### config.mk
export PLATFORM = sky130hd
export DESIGN_NAME = bus_remote_local
export DESIGN_NICKNAME = d
export VERILOG_FILES = /design/src/include/bus_ctl_pkg.sv /design/src/logic/sync_two_ff.sv /design/src/logic/bus_remote_local.sv
export SDC_FILE = /design/constraint.sdc
export NUM_CORES = 1
export LEC_CHECK = 0
export ABC_AREA = 1
export BUFFER_PORTS_ARGS = -buffer_cell sky130_fd_sc_hd__buf_2
export CORE_MARGIN = 2
export CORE_UTILIZATION = 45
export CTS_CLUSTER_DIAMETER = 60
export DETAILED_ROUTE_END_ITERATION = 8
export PLACE_DENSITY = 0.69
export SYNTH_ARGS = -nofsm -noshare
export SYNTH_HDL_FRONTEND = slang
export SYNTH_SLANG_ARGS = --single-unit
### constraint.sdc
create_clock -name clk_sys -period 1.7 [get_ports clk_sys]
set_clock_uncertainty 0.15 [all_clocks]
set_input_delay 0.085 -clock clk_sys [delete_from_list [all_inputs] [get_ports clk_sys]]
set_output_delay 0.085 -clock clk_sys [all_outputs]
set_load 0.05 [all_outputs]
### src/include/bus_ctl_pkg.sv
// ==========================================================
// bus addressing, commands and timing
// ==========================================================
package bus_ctl_pkg;
    localparam int ADDR_W = 5;
    localparam logic [4:0] ADDR_DEFAULT = 5'h10;
    localparam logic [4:0] ADDR_MAX = 5'h1E;
    localparam int CMD_W = 7;
    // ==========================================================
    // command bytes seen with attention asserted
    // ==========================================================
    localparam logic [6:0] CMD_GTL = 7'h01;
    localparam logic [6:0] CMD_SDC = 7'h04;
    localparam logic [6:0] CMD_GET = 7'h08;
    localparam logic [6:0] CMD_LLO = 7'h11;
    localparam logic [6:0] CMD_DCL = 7'h14;
    localparam logic [6:0] CMD_SPE = 7'h18;
    localparam logic [6:0] CMD_SPD = 7'h19;
    localparam logic [6:0] CMD_UNL = 7'h3F;
    localparam logic [6:0] CMD_UNT = 7'h5F;
    localparam logic [1:0] GRP_LISTEN = 2'h1;
    localparam logic [1:0] GRP_TALK = 2'h2;
    // ==========================================================
    // timing
    // ==========================================================
    localparam longint CLK_HZ = 100000000;
    localparam longint ADDR_SHOW_MS = 1000;
    localparam longint ADDR_SHOW_CYCLES = (ADDR_SHOW_MS * CLK_HZ) / 1000;
    localparam int SHOW_CNT_W = 32;
    // ==========================================================
    // synchroniser bit positions
    // ==========================================================
    localparam int SY_ATN = 0;
    localparam int SY_REN = 1;
    localparam int SY_IFC = 2;
    localparam int SY_DAV = 3;
    localparam int SY_KEY = 4;
    localparam int SY_DIO = 5;
    localparam int SY_W = 13;
endpackage

### src/logic/sync_two_ff.sv
`timescale 1ns/1ns
`default_nettype none
// ==========================================================
// two flip-flop level synchroniser
// ==========================================================
module sync_two_ff #(
    parameter int WIDTH = 1
) (
    input wire logic clk_sys,
    input wire logic rst_b,
    input wire logic [WIDTH-1:0] async_in,
    output logic [WIDTH-1:0] sync_out
);
    logic [WIDTH-1:0] meta_reg;

    // checked at elaboration so a zero width never builds
    if (WIDTH < 1) begin : g_bad_width
        $error("sync_two_ff width must be at least one");
    end

    // first stage feeds only the second stage
    always_ff @(posedge clk_sys or negedge rst_b) begin
        if (!rst_b) begin
            meta_reg <= '0;
            sync_out <= '0;
        end else begin
            meta_reg <= async_in;
            sync_out <= meta_reg;
        end
    end
endmodule // sync_two_ff
`default_nettype wire

### src/logic/bus_remote_local.sv
`timescale 1ns/1ns
`default_nettype none
// How it works
// RL1: primary address is configurable 0 to 30; only matching addressing responds.
// RL2: address defaults to 16 until another is configured.
// RL3: system integrator keeps other bus addresses distinct from ours.
// RL4: after power-up the configured address is shown briefly.
// RL5: remote only after remote enable and then listen addressing.
// RL6: talking works in remote and local alike.
// RL7: in remote, front-panel keys are blocked except local key and power.
// RL8: local key in remote without lockout returns to local.
// RL9: interface clear sends talker and listener to idle.
// RL10: local lockout disables the local key.
// RL11: addressed go-to-local leaves remote for this device only.
// RL12: unaddressed release of remote also returns us to local.
// RL13: universal device clear resets the interface regardless of addressing.
// RL14: selective device clear does the same only when listen-addressed.
// RL15: in serial poll mode the status byte is sent when talking.
// RL16: after a query, talk addressing makes the response go out.
// RL17: controller should expect CR LF after each response.
// RL18: controller holds interface clear at least 100 microseconds.
// RL19: device clear empties buffers, cancels deferred commands, keeps settings.
// RL20: talker idle on untalk, own listen, clear; listener idle likewise.
// RL21: under lockout only go-to-local or release of remote enable restores the front panel.
// RL22: remote enable released leaves remote and clears lockout.
module bus_remote_local
    import bus_ctl_pkg::*;
#(
    parameter int KEYS_W = 8,
    parameter longint SHOW_CYCLES = bus_ctl_pkg::ADDR_SHOW_CYCLES
) (
    input wire logic clk_sys,
    input wire logic rst_b,
    input wire logic bus_atn,
    input wire logic bus_ren,
    input wire logic bus_ifc,
    input wire logic bus_dav,
    input wire logic [7:0] bus_dio,
    input wire logic local_key,
    input wire logic [KEYS_W-1:0] panel_keys,
    input wire logic addr_load,
    input wire logic [bus_ctl_pkg::ADDR_W-1:0] addr_cfg,
    input wire logic [7:0] poll_status,
    input wire logic resp_valid,
    input wire logic [7:0] resp_data,
    input wire logic talk_done,
    output logic [KEYS_W-1:0] panel_keys_out,
    output logic far_control_lamp,
    output logic listener_active_lamp,
    output logic talker_active_lamp,
    output logic lockout_lamp,
    output logic addr_show_lamp,
    output logic [bus_ctl_pkg::ADDR_W-1:0] addr_display,
    output logic listen_byte_valid,
    output logic [7:0] listen_byte,
    output logic dev_clear,
    output logic trigger,
    output logic resp_take,
    output logic talk_valid,
    output logic [7:0] talk_byte
);
    import bus_ctl_pkg::*;

    if (KEYS_W < 1 || SHOW_CYCLES < 1 ||
        SHOW_CYCLES >= (64'h1 << SHOW_CNT_W)) begin : g_bad_params
        $error("bus_remote_local parameters out of range");
    end

    localparam logic [SHOW_CNT_W-1:0] SHOW_LAST =
        SHOW_CNT_W'(SHOW_CYCLES - 1);

    // ==========================================================
    // pin synchronisers
    // ==========================================================
    // dio travels with dav through equal stages; the controller
    // settles data before dav, so both arrive aligned enough
    logic [SY_W-1:0] pins_sync;

    sync_two_ff #(.WIDTH(SY_W)) u_sync (
        .clk_sys(clk_sys),
        .rst_b(rst_b),
        .async_in({bus_dio, local_key, bus_dav, bus_ifc, bus_ren, bus_atn}),
        .sync_out(pins_sync)
    );

    logic atn_s, ren_s, ifc_s, dav_s, key_s;
    logic [7:0] dio_s;
    assign atn_s = pins_sync[SY_ATN];
    assign ren_s = pins_sync[SY_REN];
    assign ifc_s = pins_sync[SY_IFC];
    assign dav_s = pins_sync[SY_DAV];
    assign key_s = pins_sync[SY_KEY];
    assign dio_s = pins_sync[SY_DIO +: 8];

    // ==========================================================
    // state
    // ==========================================================
    typedef struct packed {
        logic dav_prev;
        logic ren_prev;
        logic key_prev;
        logic listen;
        logic talk;
        logic remote;
        logic lockout;
        logic spoll;
        logic showing;
        logic [SHOW_CNT_W-1:0] show_cnt;
        logic [ADDR_W-1:0] addr;
        logic [KEYS_W-1:0] keys_out;
        logic lbyte_valid;
        logic [7:0] lbyte;
        logic clear;
        logic trig;
        logic take;
        logic tvalid;
        logic [7:0] tbyte;
    } state_type;

    state_type state_reg;
    state_type state_next;

    always_comb begin
        logic dav_rise;
        logic [CMD_W-1:0] cmd;
        logic my_listen;
        logic my_talk;
        dav_rise = dav_s & ~state_reg.dav_prev;
        cmd = dio_s[CMD_W-1:0];
        my_listen = cmd == {GRP_LISTEN, state_reg.addr}; // RL1
        my_talk = cmd == {GRP_TALK, state_reg.addr}; // RL1
        state_next = state_reg;
        state_next.dav_prev = dav_s;
        state_next.ren_prev = ren_s;
        state_next.key_prev = key_s;
        state_next.lbyte_valid = 1'b0;
        state_next.clear = 1'b0;
        state_next.trig = 1'b0;
        state_next.take = 1'b0;

        // address set-up; out-of-range values leave the old one
        if (addr_load && addr_cfg <= ADDR_MAX) begin
            state_next.addr = addr_cfg; // RL1
        end

        // ======================================================
        // power-up address display
        // ======================================================
        if (state_reg.showing) begin
            if (state_reg.show_cnt == SHOW_LAST) begin
                state_next.showing = 1'b0; // RL4
            end else begin
                state_next.show_cnt = state_reg.show_cnt + 1'b1;
            end
        end

        // ======================================================
        // bus bytes
        // ======================================================
        if (dav_rise && atn_s) begin
            if (my_listen) begin
                state_next.listen = 1'b1;
                state_next.talk = 1'b0; // RL20
                if (ren_s) begin
                    state_next.remote = 1'b1; // RL5
                end
            end else if (my_talk) begin
                state_next.talk = 1'b1; // RL6
                state_next.listen = 1'b0; // RL20
            end else if (cmd == CMD_UNL) begin
                state_next.listen = 1'b0; // RL20
            end else if (cmd == CMD_UNT) begin
                state_next.talk = 1'b0; // RL20
            end else if (cmd == CMD_LLO) begin
                state_next.lockout = 1'b1; // RL10
            end else if (cmd == CMD_GTL && state_reg.listen) begin
                state_next.remote = 1'b0; // RL11 RL21
            end else if (cmd == CMD_DCL ||
                         (cmd == CMD_SDC && state_reg.listen)) begin
                state_next.clear = 1'b1; // RL13 RL14
                state_next.tvalid = 1'b0; // RL19
            end else if (cmd == CMD_GET && state_reg.listen) begin
                state_next.trig = 1'b1;
            end else if (cmd == CMD_SPE) begin
                state_next.spoll = 1'b1; // RL15
            end else if (cmd == CMD_SPD) begin
                state_next.spoll = 1'b0; // RL15
            end
        end else if (dav_rise && state_reg.listen) begin
            state_next.lbyte_valid = 1'b1;
            state_next.lbyte = dio_s;
        end

        // ======================================================
        // talker
        // ======================================================
        if (talk_done) begin
            state_next.tvalid = 1'b0;
        end
        if (state_reg.talk && !atn_s && !state_reg.tvalid &&
            !state_reg.clear) begin
            if (state_reg.spoll) begin
                state_next.tvalid = 1'b1; // RL15
                state_next.tbyte = poll_status;
            end else if (resp_valid) begin
                state_next.tvalid = 1'b1; // RL16
                state_next.tbyte = resp_data;
                state_next.take = 1'b1; // RL16
            end
        end

        // ======================================================
        // local return and interface clear
        // ======================================================
        // a key press held across lockout release does not count
        if (key_s && !state_reg.key_prev && state_reg.remote &&
            !state_reg.lockout) begin
            state_next.remote = 1'b0; // RL8
        end
        if (!ren_s && state_reg.ren_prev) begin
            state_next.remote = 1'b0; // RL12 RL22
            state_next.lockout = 1'b0; // RL22
        end
        if (ifc_s) begin
            state_next.talk = 1'b0; // RL9
            state_next.listen = 1'b0; // RL9
            state_next.spoll = 1'b0;
            state_next.tvalid = 1'b0;
        end

        // panel keys follow the remote state just computed
        state_next.keys_out = state_next.remote ? '0 : panel_keys; // RL7
    end

    always_ff @(posedge clk_sys or negedge rst_b) begin
        if (!rst_b) begin
            state_reg <= '0;
            state_reg.addr <= ADDR_DEFAULT; // RL2
            state_reg.showing <= 1'b1; // RL4
        end else begin
            state_reg <= state_next;
        end
    end

    // ==========================================================
    // outputs
    // ==========================================================
    assign panel_keys_out = state_reg.keys_out;
    assign far_control_lamp = state_reg.remote;
    assign listener_active_lamp = state_reg.listen;
    assign talker_active_lamp = state_reg.talk;
    assign lockout_lamp = state_reg.lockout;
    assign addr_show_lamp = state_reg.showing;
    assign addr_display = state_reg.addr;
    assign listen_byte_valid = state_reg.lbyte_valid;
    assign listen_byte = state_reg.lbyte;
    assign dev_clear = state_reg.clear;
    assign trigger = state_reg.trig;
    assign resp_take = state_reg.take;
    assign talk_valid = state_reg.tvalid;
    assign talk_byte = state_reg.tbyte;
endmodule // bus_remote_local
`default_nettype wire

==> results of run 1 <==
==> repair_timing <==
action	in CTS	in global routing
pin swaps	2	21
gates resized for setup	6	84
endpoints found under the setup margin	33	42
gates cloned	0	3
hold endpoints to repair	135	0
hold buffers	47	0
setup buffers	4	14
==> critical path: stages, from the launching register on <==
cell       delay [ns]
dfrtp_1          0.44
nor2_1           0.12
nand2_1          0.07
nor2_1           0.14
nand3_2          0.13
o21ai_4          0.19
buf_12           0.15
clkbuf_16        0.17
nand2_2          0.05
nand2_1          0.06
==> cell type report <==
cell class / count / area [um^2] / share of cell area [%]
clock buffer: 13 / 149 / 2.15
clock inverter: 3 / 46.3 / 0.668
inverter: 58 / 218 / 3.14
multi-input combinational: 436 / 2290 / 33.0
sequential: 101 / 2550 / 36.8
tap: 140 / 175 / 2.53
timing repair buffer: 196 / 1510 / 21.7
==> worst max path at each step <==
stage,start,end
floorplan,state_reg[34],state_reg[51]
global placement,u_sync.sync_out[6],panel_keys_out[1]
detailed placement,u_sync.sync_out[6],panel_keys_out[7]
CTS,state_reg[42],state_reg[63]
global route,state_reg[37],state_reg[57]
finish,state_reg[42],state_reg[41]
==> power by group <==
group / switching (W) / total, W / internal [W]
Combinational: 0.000279 / 0.000482 / 0.000203
Clock: 0.000792 / 0.00152 / 0.000729
Sequential: 0.0000363 / 0.00250 / 0.00246
Total: 0.00111 / 0.00450 / 0.00339
==> kinds of logic after synthesis <==
kind of cell | after synthesis | share of synthesized area (%)
AND/OR/NAND/NOR | 364 | 30.0
flip-flops | 101 | 50.1
buffers and inverters | 98 | 9.98
AO/OA/AOI/OAI | 46 | 5.25
XOR/XNOR | 23 | 3.99
multiplexers | 2 | 0.446
adder cells (fa/ha/maj) | 1 | 0.248
==> cells in the final DEF (no fill, tap or decap), drive strengths merged <==
cell type    Yosys  routed
a21boi           1       1
a21o             8       8
a21oi           22      22
a31oi            1       1
and3             3       3
buf             36     146
bufinv           0       1
clkbuf           4      16
clkinv           1       1
clkinvlp         0       1
dfrtp           99      99
dfstp            2       2
dlygate4sd3      0      47
ha               1       1
inv             57      58
mux2             2       2
nand2          233     233
nand3           35      35
nand3b           2       2
nand4           12      12
nor2            64      64
nor3            14      14
o21ai           14      14
or2              1       1
xnor2            8       8
xor2            15      15
==> layer usage <==
| layer | vias up | GRT usage, % | wire length, um |
|---|---|---|---|
| met1 | 2153 | 25.4 | 5520 |
| met5 | - | 0 | 0 |
| met2 | 125 | 38.7 | 6830 |
| li1 | 2298 | - | - |
| met3 | 27 | 5.04 | 661 |
| met4 | 0 | 7.32 | 322 |
==> metrics by stage <==
step,setup TNS (ns),cell area (um^2)
finish,-0.351,6930
global route,-3.55,6930
CTS,0,6480
detailed placement,-0.712,5770
global placement,-0.0246,5770
floorplan,0,5070
==> impl_metrics.yaml, run 1 <==
outcome:
  status: "finished, violations left"
  violations: "setup timing"
global_route:
  grt.total_usage_pct: 21.7
  grt-ovfl-total: 0
  grt_pass1_vias: 4404
  grt_pass1_wl_um: 20000
  grt_max_degree: 50
  antenna_found_initial: 0
sta:
  min_period_ns: 1.73
  tightest_slew_ns: 0.365
  hold_slack_ns: 0.199
  relSlewSlack_pct: 75.6
  finalSetupViolations: 29
  drv_slew: 0
  clock.fmax_mhz: 577
  rsz0062_at_grt: "true"
  fin_crit_sh_pct: 102
  hold_viol_final: 0
  fin_ws_ns: -0.0334
layout:
  postLayoutCoreUtil_pct: 63.6
  area_growth_syn_to_layout_pct: 37.2
  largest_reg_flops: 36
  nFillCells: 909
  n_antenna_cell: 0
  layout.cells.non_filler: 947
  layout.nets: 850
  drive_above_1_share_pct: 31.7
synthesis:
  netlist_instances: 635
  yosysWarnings: 0
  synth.distinct_cells: 32
  syn_nets: 683
  synthFlopType: "dfrtp_1"
  synth_edf_count: 0
  synth_top_area_share_pct: 49.0
  synth.most_common_cell: "nand2_1"
  synth_top_area_cell: "dfrtp_1"
  syn_area_mm2: 0.00505
  avgSynthCellArea_um2: 7.95
  yosys-top-cells-count: "233 x nand2_1, 99 x dfrtp_1, 61 x nor2_1, 55 x inv_1, 34 x nand3_1"
  yosysSeqAreaShare_pct: 50.1
  synthArstFlopShare_pct: 100
  synthTopCellsByArea: "dfrtp_1 49%, nand2_1 17%, nor2_1 4.5%"
  ys_ff_latch: 101
floorplan:
  chipWidth_um: 110
  dieArea_mm2: 0.0121
  initial_utilization_pct: 46.4
  num_io_pins: 86
  fp-row-count: 38
  core_area_mm2: 0.0109
  chipHeight_um: 110
worst_setup_path:
  reg2reg_from: "state_reg[42]"
  worstPathRequired_ns: 1.87
  end_kind: "register"
  path_class: "register to register"
  startpoint_type: "register"
  crit_fanout: 8
  worst_ep_arrival_time_ns: 1.90
  reg2reg_depth: 9
  r2r_slack_ns: -0.03
  timing.rr.end: "state_reg[41]"
placement:
  port_buffers: 85
  dp_hpwl_um: 8780
  dp_slack_ns: -0.0975
  placed_cells: 863
  place_congestion: 0.912
clock_network:
  cts-root-buf: "clkbuf_8"
  clkTransAtPathRegs_ns: 0.09
  cts_made_buffers: 9
  htreeDepth: 3
  cts_tree: "built"
  clkLatencyLatePin_ns: 0.38
  cts_buffer_depth: 2
  cts_sinks: 101
pwr:
  p_per_area_mw_per_mm2: 650
  power.leakage_nw: 3.51
  p_total_w: 0.00450
  vdd_drop_max_mv: 0.404
drt:
  routed_via_density: 4.86
  dr.first_iter.drc_count: 281
  wl_per_cell_um: 14.1
  dr_total_vias: 4603
  drc: 0
  ant_nets: 0
  dr.pass1.iters: 5
  wirelength_um: 13300
min_path:
  whs_path_depth: 2
  hold_class: "primary input to register"
  min_from: "local_key"
  holdPathEnd: "u_sync.meta_reg[4]"
flow_run:
  drv_cap: 0
Note: power is estimated with default switching activity, not from simulation.
==> run 2, diff against run 1 <==
--- a/config.mk
+++ b/config.mk
@@ -9,7 +9,9 @@
 export BUFFER_PORTS_ARGS = -buffer_cell sky130_fd_sc_hd__buf_2
 export CORE_MARGIN = 2
 export CORE_UTILIZATION = 45
+export CTS_BUF_LIST = sky130_fd_sc_hd__clkbuf_4
 export CTS_CLUSTER_DIAMETER = 60
+export CTS_CLUSTER_SIZE = 8
 export DETAILED_ROUTE_END_ITERATION = 8
 export PLACE_DENSITY = 0.69
 export SYNTH_ARGS = -nofsm -noshare
==> impl_metrics.yaml, run 2 (same netlist as run 1, synthesis figures left out) <==
outcome:
  status: "finished, violations left"
  violations: "setup timing"
flow_run:
  drv_cap: 0
worst_setup_path:
  crit_start: "state_reg[42]"
  endpoint: "state_reg[61]"
  path_class: "register to register"
  timing.rr.end: "state_reg[61]"
  startpoint_type: "register"
  worst_ep_arrival_time_ns: 2.02
  worstPathRequired_ns: 1.96
  reg2reg_from: "state_reg[42]"
  r2r_slack_ns: -0.07
  end_kind: "register"
  reg2reg_depth: 9
  crit_fanout: 7
floorplan:
  initial_utilization_pct: 46.4
  chipWidth_um: 110
  core_area_mm2: 0.0109
  num_io_pins: 86
  dieArea_mm2: 0.0121
  chipHeight_um: 110
  fp-row-count: 38
clock_network:
  htreeDepth: 3
  cts_sinks: 101
  cts-root-buf: "clkbuf_4"
  clkLatencyLatePin_ns: 0.47
  clkTransAtPathRegs_ns: 0.15
  cts_tree: "built"
  cts_made_buffers: 9
  cts_buffer_depth: 2
global_route:
  grt_max_degree: 50
  grt_pass1_wl_um: 19700
  grt-ovfl-total: 0
  antenna_found_initial: 0
  grt_pass1_vias: 4399
  grt.total_usage_pct: 21.2
drt:
  ant_nets: 0
  wl_met3_um: 681
  dr_total_vias: 4615
  drc: 0
  wl_met1_um: 5400
  highest_layer: "met4"
  dr.pass1.iters: 5
  dr_wl_met2_um: 6740
  wl_per_cell_um: 13.8
  dr.first_iter.drc_count: 246
  wirelength_um: 13100
  routed_via_density: 4.86
sta:
  clock.fmax_mhz: 566
  fin_crit_sh_pct: 104
  min_period_ns: 1.77
  hold_slack_ns: 0.104
  rsz0062_at_grt: "true"
  fin_ws_ns: -0.0672
  hold_viol_final: 0
  relSlewSlack_pct: 76.1
  tightest_slew_ns: 0.358
  drv_slew: 0
  finalSetupViolations: 32
min_path:
  hold_class: "primary input to register"
layout:
  final_cell_mix: "195 x nand2_1, 86 x dfrtp_1, 84 x buf_2"
  drive_above_1_share_pct: 31.0
  nFillCells: 921
  layout.nets: 852
  postLayoutCellArea_mm2: 0.00686
  area_growth_syn_to_layout_pct: 35.8
  n_antenna_cell: 0
  final_common_cell: "nand2_1"
  largest_reg_flops: 36
placement:
  place_area_mm2: 0.00577
  dp_hpwl_um: 8780
  port_buffers: 85
  place_congestion: 0.912
pwr:
  power.leakage_nw: 3.50
  p_total_w: 0.00425
  vdd_drop_max_mv: 0.430
  p_per_area_mw_per_mm2: 620
run 2: changes by cell type in the layout (fill, tap and decap cells not counted), sizes merged:
cell and delta:
dlygate4sd3 +3, buf -1, clkbuf -1, clkinv +1
run 2: cell type report:
class                   count  area [um^2]  area share [%]
clock buffers              12         90.1            1.31
clock inverters             4         50.0           0.729
inverters                  58          218            3.17
multi-input cells         436         2250            32.8
flip-flops and latches    101         2550            37.1
well taps                 140          175            2.55
repair buffers            198         1530            22.3
run 2: per-stage QoR:
| step | utilization, % | setup slack [ns] | cells | setup TNS (ns) |
|---|---|---|---|---|
| after floorplan | - | 0.00377 | 635 | 0 |
| after detailed placement | 53.0 | -0.0975 | 863 | -0.712 |
| after global placement | 53.0 | -0.0139 | 863 | -0.0246 |
| after CTS | 59.3 | -0.00301 | 933 | -0.00301 |
| final | 63.0 | -0.0672 | 949 | -1.49 |
| after global routing | 63.0 | -0.190 | 949 | -3.97 |
run 2: metal layers:
layer,vias to the layer above,global-route usage (%)
li1,2298,-
met1,2162,25.1
met2,131,38.2
met3,24,4.68
met4,0,6.60
met5,-,0
run 2: worst max-delay path, cell delays in order (launching register included):
cell and delay (ns):
dfrtp_1 0.46, nor2_1 0.12, nand2_1 0.07, nor2_1 0.14
nand3_2 0.13, o21ai_4 0.22, buf_12 0.15, clkbuf_16 0.15
nand2_1 0.05, nand2_1 0.06
run 2: repair_timing:
action,4_1_cts,5_1_grt
setup buffers,4,13
resized for setup,7,74
cloned,0,3
endpoints found under the hold margin,137,0
setup endpoints to repair,40,45
pin swaps,2,25
hold buffers,50,0
run 2: worst min-delay path by stage:
| stage | from | to | slack (ns) | cells past startpoint |
|---|---|---|---|---|
| floorplan | rst_b | addr_display[0] | -0.36 | 0 |
| global placement | rst_b | u_sync.sync_out[12] | -0.15 | 1 |
| detailed placement | rst_b | listen_byte[7] | -0.15 | 1 |
| CTS | bus_atn | u_sync.meta_reg[0] | 0.09 | 2 |
| global route | bus_dav | u_sync.meta_reg[3] | 0.1 | 2 |
| finish | bus_atn | u_sync.meta_reg[0] | 0.10 | 2 |
run 2: power by group:
group	switching, W	internal, W	total [W]
Clock	0.000760	0.000500	0.00126
Combinational	0.000278	0.000211	0.000490
Sequential	0.0000367	0.00247	0.00250
==> run 3, diff against run 2 <==
--- a/config.mk
+++ b/config.mk
@@ -7,13 +7,16 @@
 export LEC_CHECK = 0
 export ABC_AREA = 1
 export BUFFER_PORTS_ARGS = -buffer_cell sky130_fd_sc_hd__buf_2
+export CELL_PAD_IN_SITES_DETAIL_PLACEMENT = 0
+export CELL_PAD_IN_SITES_GLOBAL_PLACEMENT = 1
+export CORE_ASPECT_RATIO = 2
 export CORE_MARGIN = 2
-export CORE_UTILIZATION = 45
+export CORE_UTILIZATION = 39
 export CTS_BUF_LIST = sky130_fd_sc_hd__clkbuf_4
 export CTS_CLUSTER_DIAMETER = 60
 export CTS_CLUSTER_SIZE = 8
 export DETAILED_ROUTE_END_ITERATION = 8
-export PLACE_DENSITY = 0.69
+export PLACE_DENSITY_LB_ADDON = 0.1
 export SYNTH_ARGS = -nofsm -noshare
 export SYNTH_HDL_FRONTEND = slang
 export SYNTH_SLANG_ARGS = --single-unit
==> impl_metrics.yaml, run 3 (same netlist as run 1, synthesis figures left out) <==
outcome:
  status: "finished, violations left"
  violations: "setup timing"
pwr:
  switchingPower_w: 0.00121
  power.leakage_nw: 3.51
  pwr-share-comb_pct: 12.0
  clockPowerShare_pct: 29.0
  internal_power_w: 0.00303
  p_per_area_mw_per_mm2: 626
  p_total_w: 0.00424
  switching_share_pct: 28.5
  seq_power_share_pct: 59.0
  vdd_drop_max_mv: 0.370
sta:
  tightest_slew_ns: 0.393
  min_period_ns: 1.75
  drv_slew: 0
  rsz0062_at_grt: "true"
  hold_viol_final: 0
  fin_ws_ns: -0.0538
  fin_crit_sh_pct: 103
  setup_tns_ns: -0.804
  clock.fmax_mhz: 570
  finalSetupViolations: 32
  relSlewSlack_pct: 73.8
global_route:
  grt_max_degree: 45
  grt_pass1_wl_um: 23600
  grt.total_usage_pct: 21.9
  antenna_found_initial: 1
  grt_pass1_vias: 4887
  grt-ovfl-total: 0
drt:
  wl_per_cell_um: 15.1
  dr.first_iter.drc_count: 177
  dr.pass1.iters: 4
  wirelength_um: 14700
  routed_via_density: 4.85
  dr_total_vias: 4696
  drc: 0
  ant_nets: 0
layout:
  layout.nets: 860
  nFillCells: 1210
  postLayoutCellArea_mm2: 0.00678
  layout.cells.non_filler: 968
  area_growth_syn_to_layout_pct: 34.2
  largest_reg_flops: 36
  final_common_cell: "nand2_1"
  drive_above_1_share_pct: 28.2
  final_cell_mix: "230 x nand2_1, 91 x dfrtp_1, 84 x buf_2"
worst_setup_path:
  path_cells: "nand4_1 -> inv_1 -> nand4_4 -> o21ai_4 -> buf_12 -> nand2_1 -> nand2_1"
  startpoint_type: "register"
  cpMostUsedCell: "nand2_1"
  max_stage_delay_ns: 0.49
  path_class: "register to register"
  worst_ep_arrival_time_ns: 2.00
  crit_slowest_cell: "dfrtp_1"
  crit_family: "flip-flops"
  worstPathRequired_ns: 1.95
  worstPathBufferInverterCount: 2
  crit_fanout: 21
  end_kind: "register"
floorplan:
  dieArea_mm2: 0.0139
  num_io_pins: 86
  chipWidth_um: 84.5
  initial_utilization_pct: 40.0
  chipHeight_um: 165
  fp-row-count: 58
  core_area_mm2: 0.0126
clock_network:
  cts_sinks: 101
  clkLatencyLatePin_ns: 0.46
  cts_made_buffers: 9
  clkTransAtPathRegs_ns: 0.17
  cts-root-buf: "clkbuf_4"
  cts_buffer_depth: 2
  htreeDepth: 3
  cts_tree: "built"
placement:
  placed_cells: 896
  place_congestion: 0.925
  dp_hpwl_um: 11000
  dp_slack_ns: -0.0587
  port_buffers: 85
  place_area_mm2: 0.00595
min_path:
  hold_class: "primary input to register"
flow_run:
  drv_cap: 0
[run 3: changes by cell type in the layout (fill, tap and decap cells not counted), sizes merged]
cell and delta:
buf +11, bufinv -1, clkbuf -5, clkinvlp +1, diode +1, inv +2
[run 3: power by group through the flow]
| stage | Clock (W) | Sequential (W) | Combinational, W |
|---|---|---|---|
| global route | 0.00137 | 0.00251 | 0.000559 |
| floorplan | 0 | 0.00254 | 0.000234 |
| CTS | 0.00130 | 0.00250 | 0.000494 |
| finish | 0.00123 | 0.00250 | 0.000510 |
| global placement | 0 | 0.00254 | 0.000388 |
| detailed placement | 0 | 0.00255 | 0.000394 |
[run 3: layer usage]
layer  track usage [%]  wire length [um]
met5                 0                 0
met1              20.9              4900
met2              44.4              8740
met3              3.05               380
met4              10.4               637
[run 3: repair_timing]
item                                    CTS  global route
pin swaps                                 0             7
hold buffers                             51             0
setup buffers                             1             3
endpoints found under the setup margin   34            46
gates cloned                              0             0
resized for setup                        11            34
hold endpoints to repair                137             0
[run 3: cell type report]
class | instances | area (um^2) | share of cell area, %
Clock inverter | 6 | 55.1 | 0.812
Sequential cell | 101 | 2540 | 37.5
Clock buffer | 10 | 75.1 | 1.11
Tap cell | 150 | 188 | 2.77
Timing Repair Buffer | 206 | 1540 | 22.7
Antenna cell | 1 | 2.50 | 0.0369
Multi-Input combinational cell | 436 | 2160 | 31.9
Inverter | 58 | 218 | 3.21
[run 3: final timing paths]
check                                   start             endpoint  slack (ns)  cells after the start
max                             state_reg[56]        state_reg[44]       -0.05                      7
max reg2reg                     state_reg[56]        state_reg[44]       -0.05                      7
min reg2reg                u_sync.meta_reg[4]   u_sync.sync_out[4]        0.21                      0
min                                bus_dio[0]   u_sync.meta_reg[5]        0.11                      2
min in group asynchronous               rst_b  u_sync.sync_out[12]        0.55                      4
max in group asynchronous               rst_b       addr_show_lamp        0.58                      4
[run 3: worst reg2reg max path: stages, from the launching register on]
cell and delay (ns):
dfrtp_1 0.49, nand4_1 0.19, inv_1 0.20, nand4_4 0.14, o21ai_4 0.22, buf_12 0.18, nand2_1 0.07, nand2_1 0.07
[run 3: stage by stage]
step                hold slack [ns]  util, %
finish                        0.109     53.7
global route                 0.0805     53.7
global placement             -0.111     47.2
CTS                          0.0721     52.6
detailed placement           -0.108     47.2
floorplan                    -0.361        -
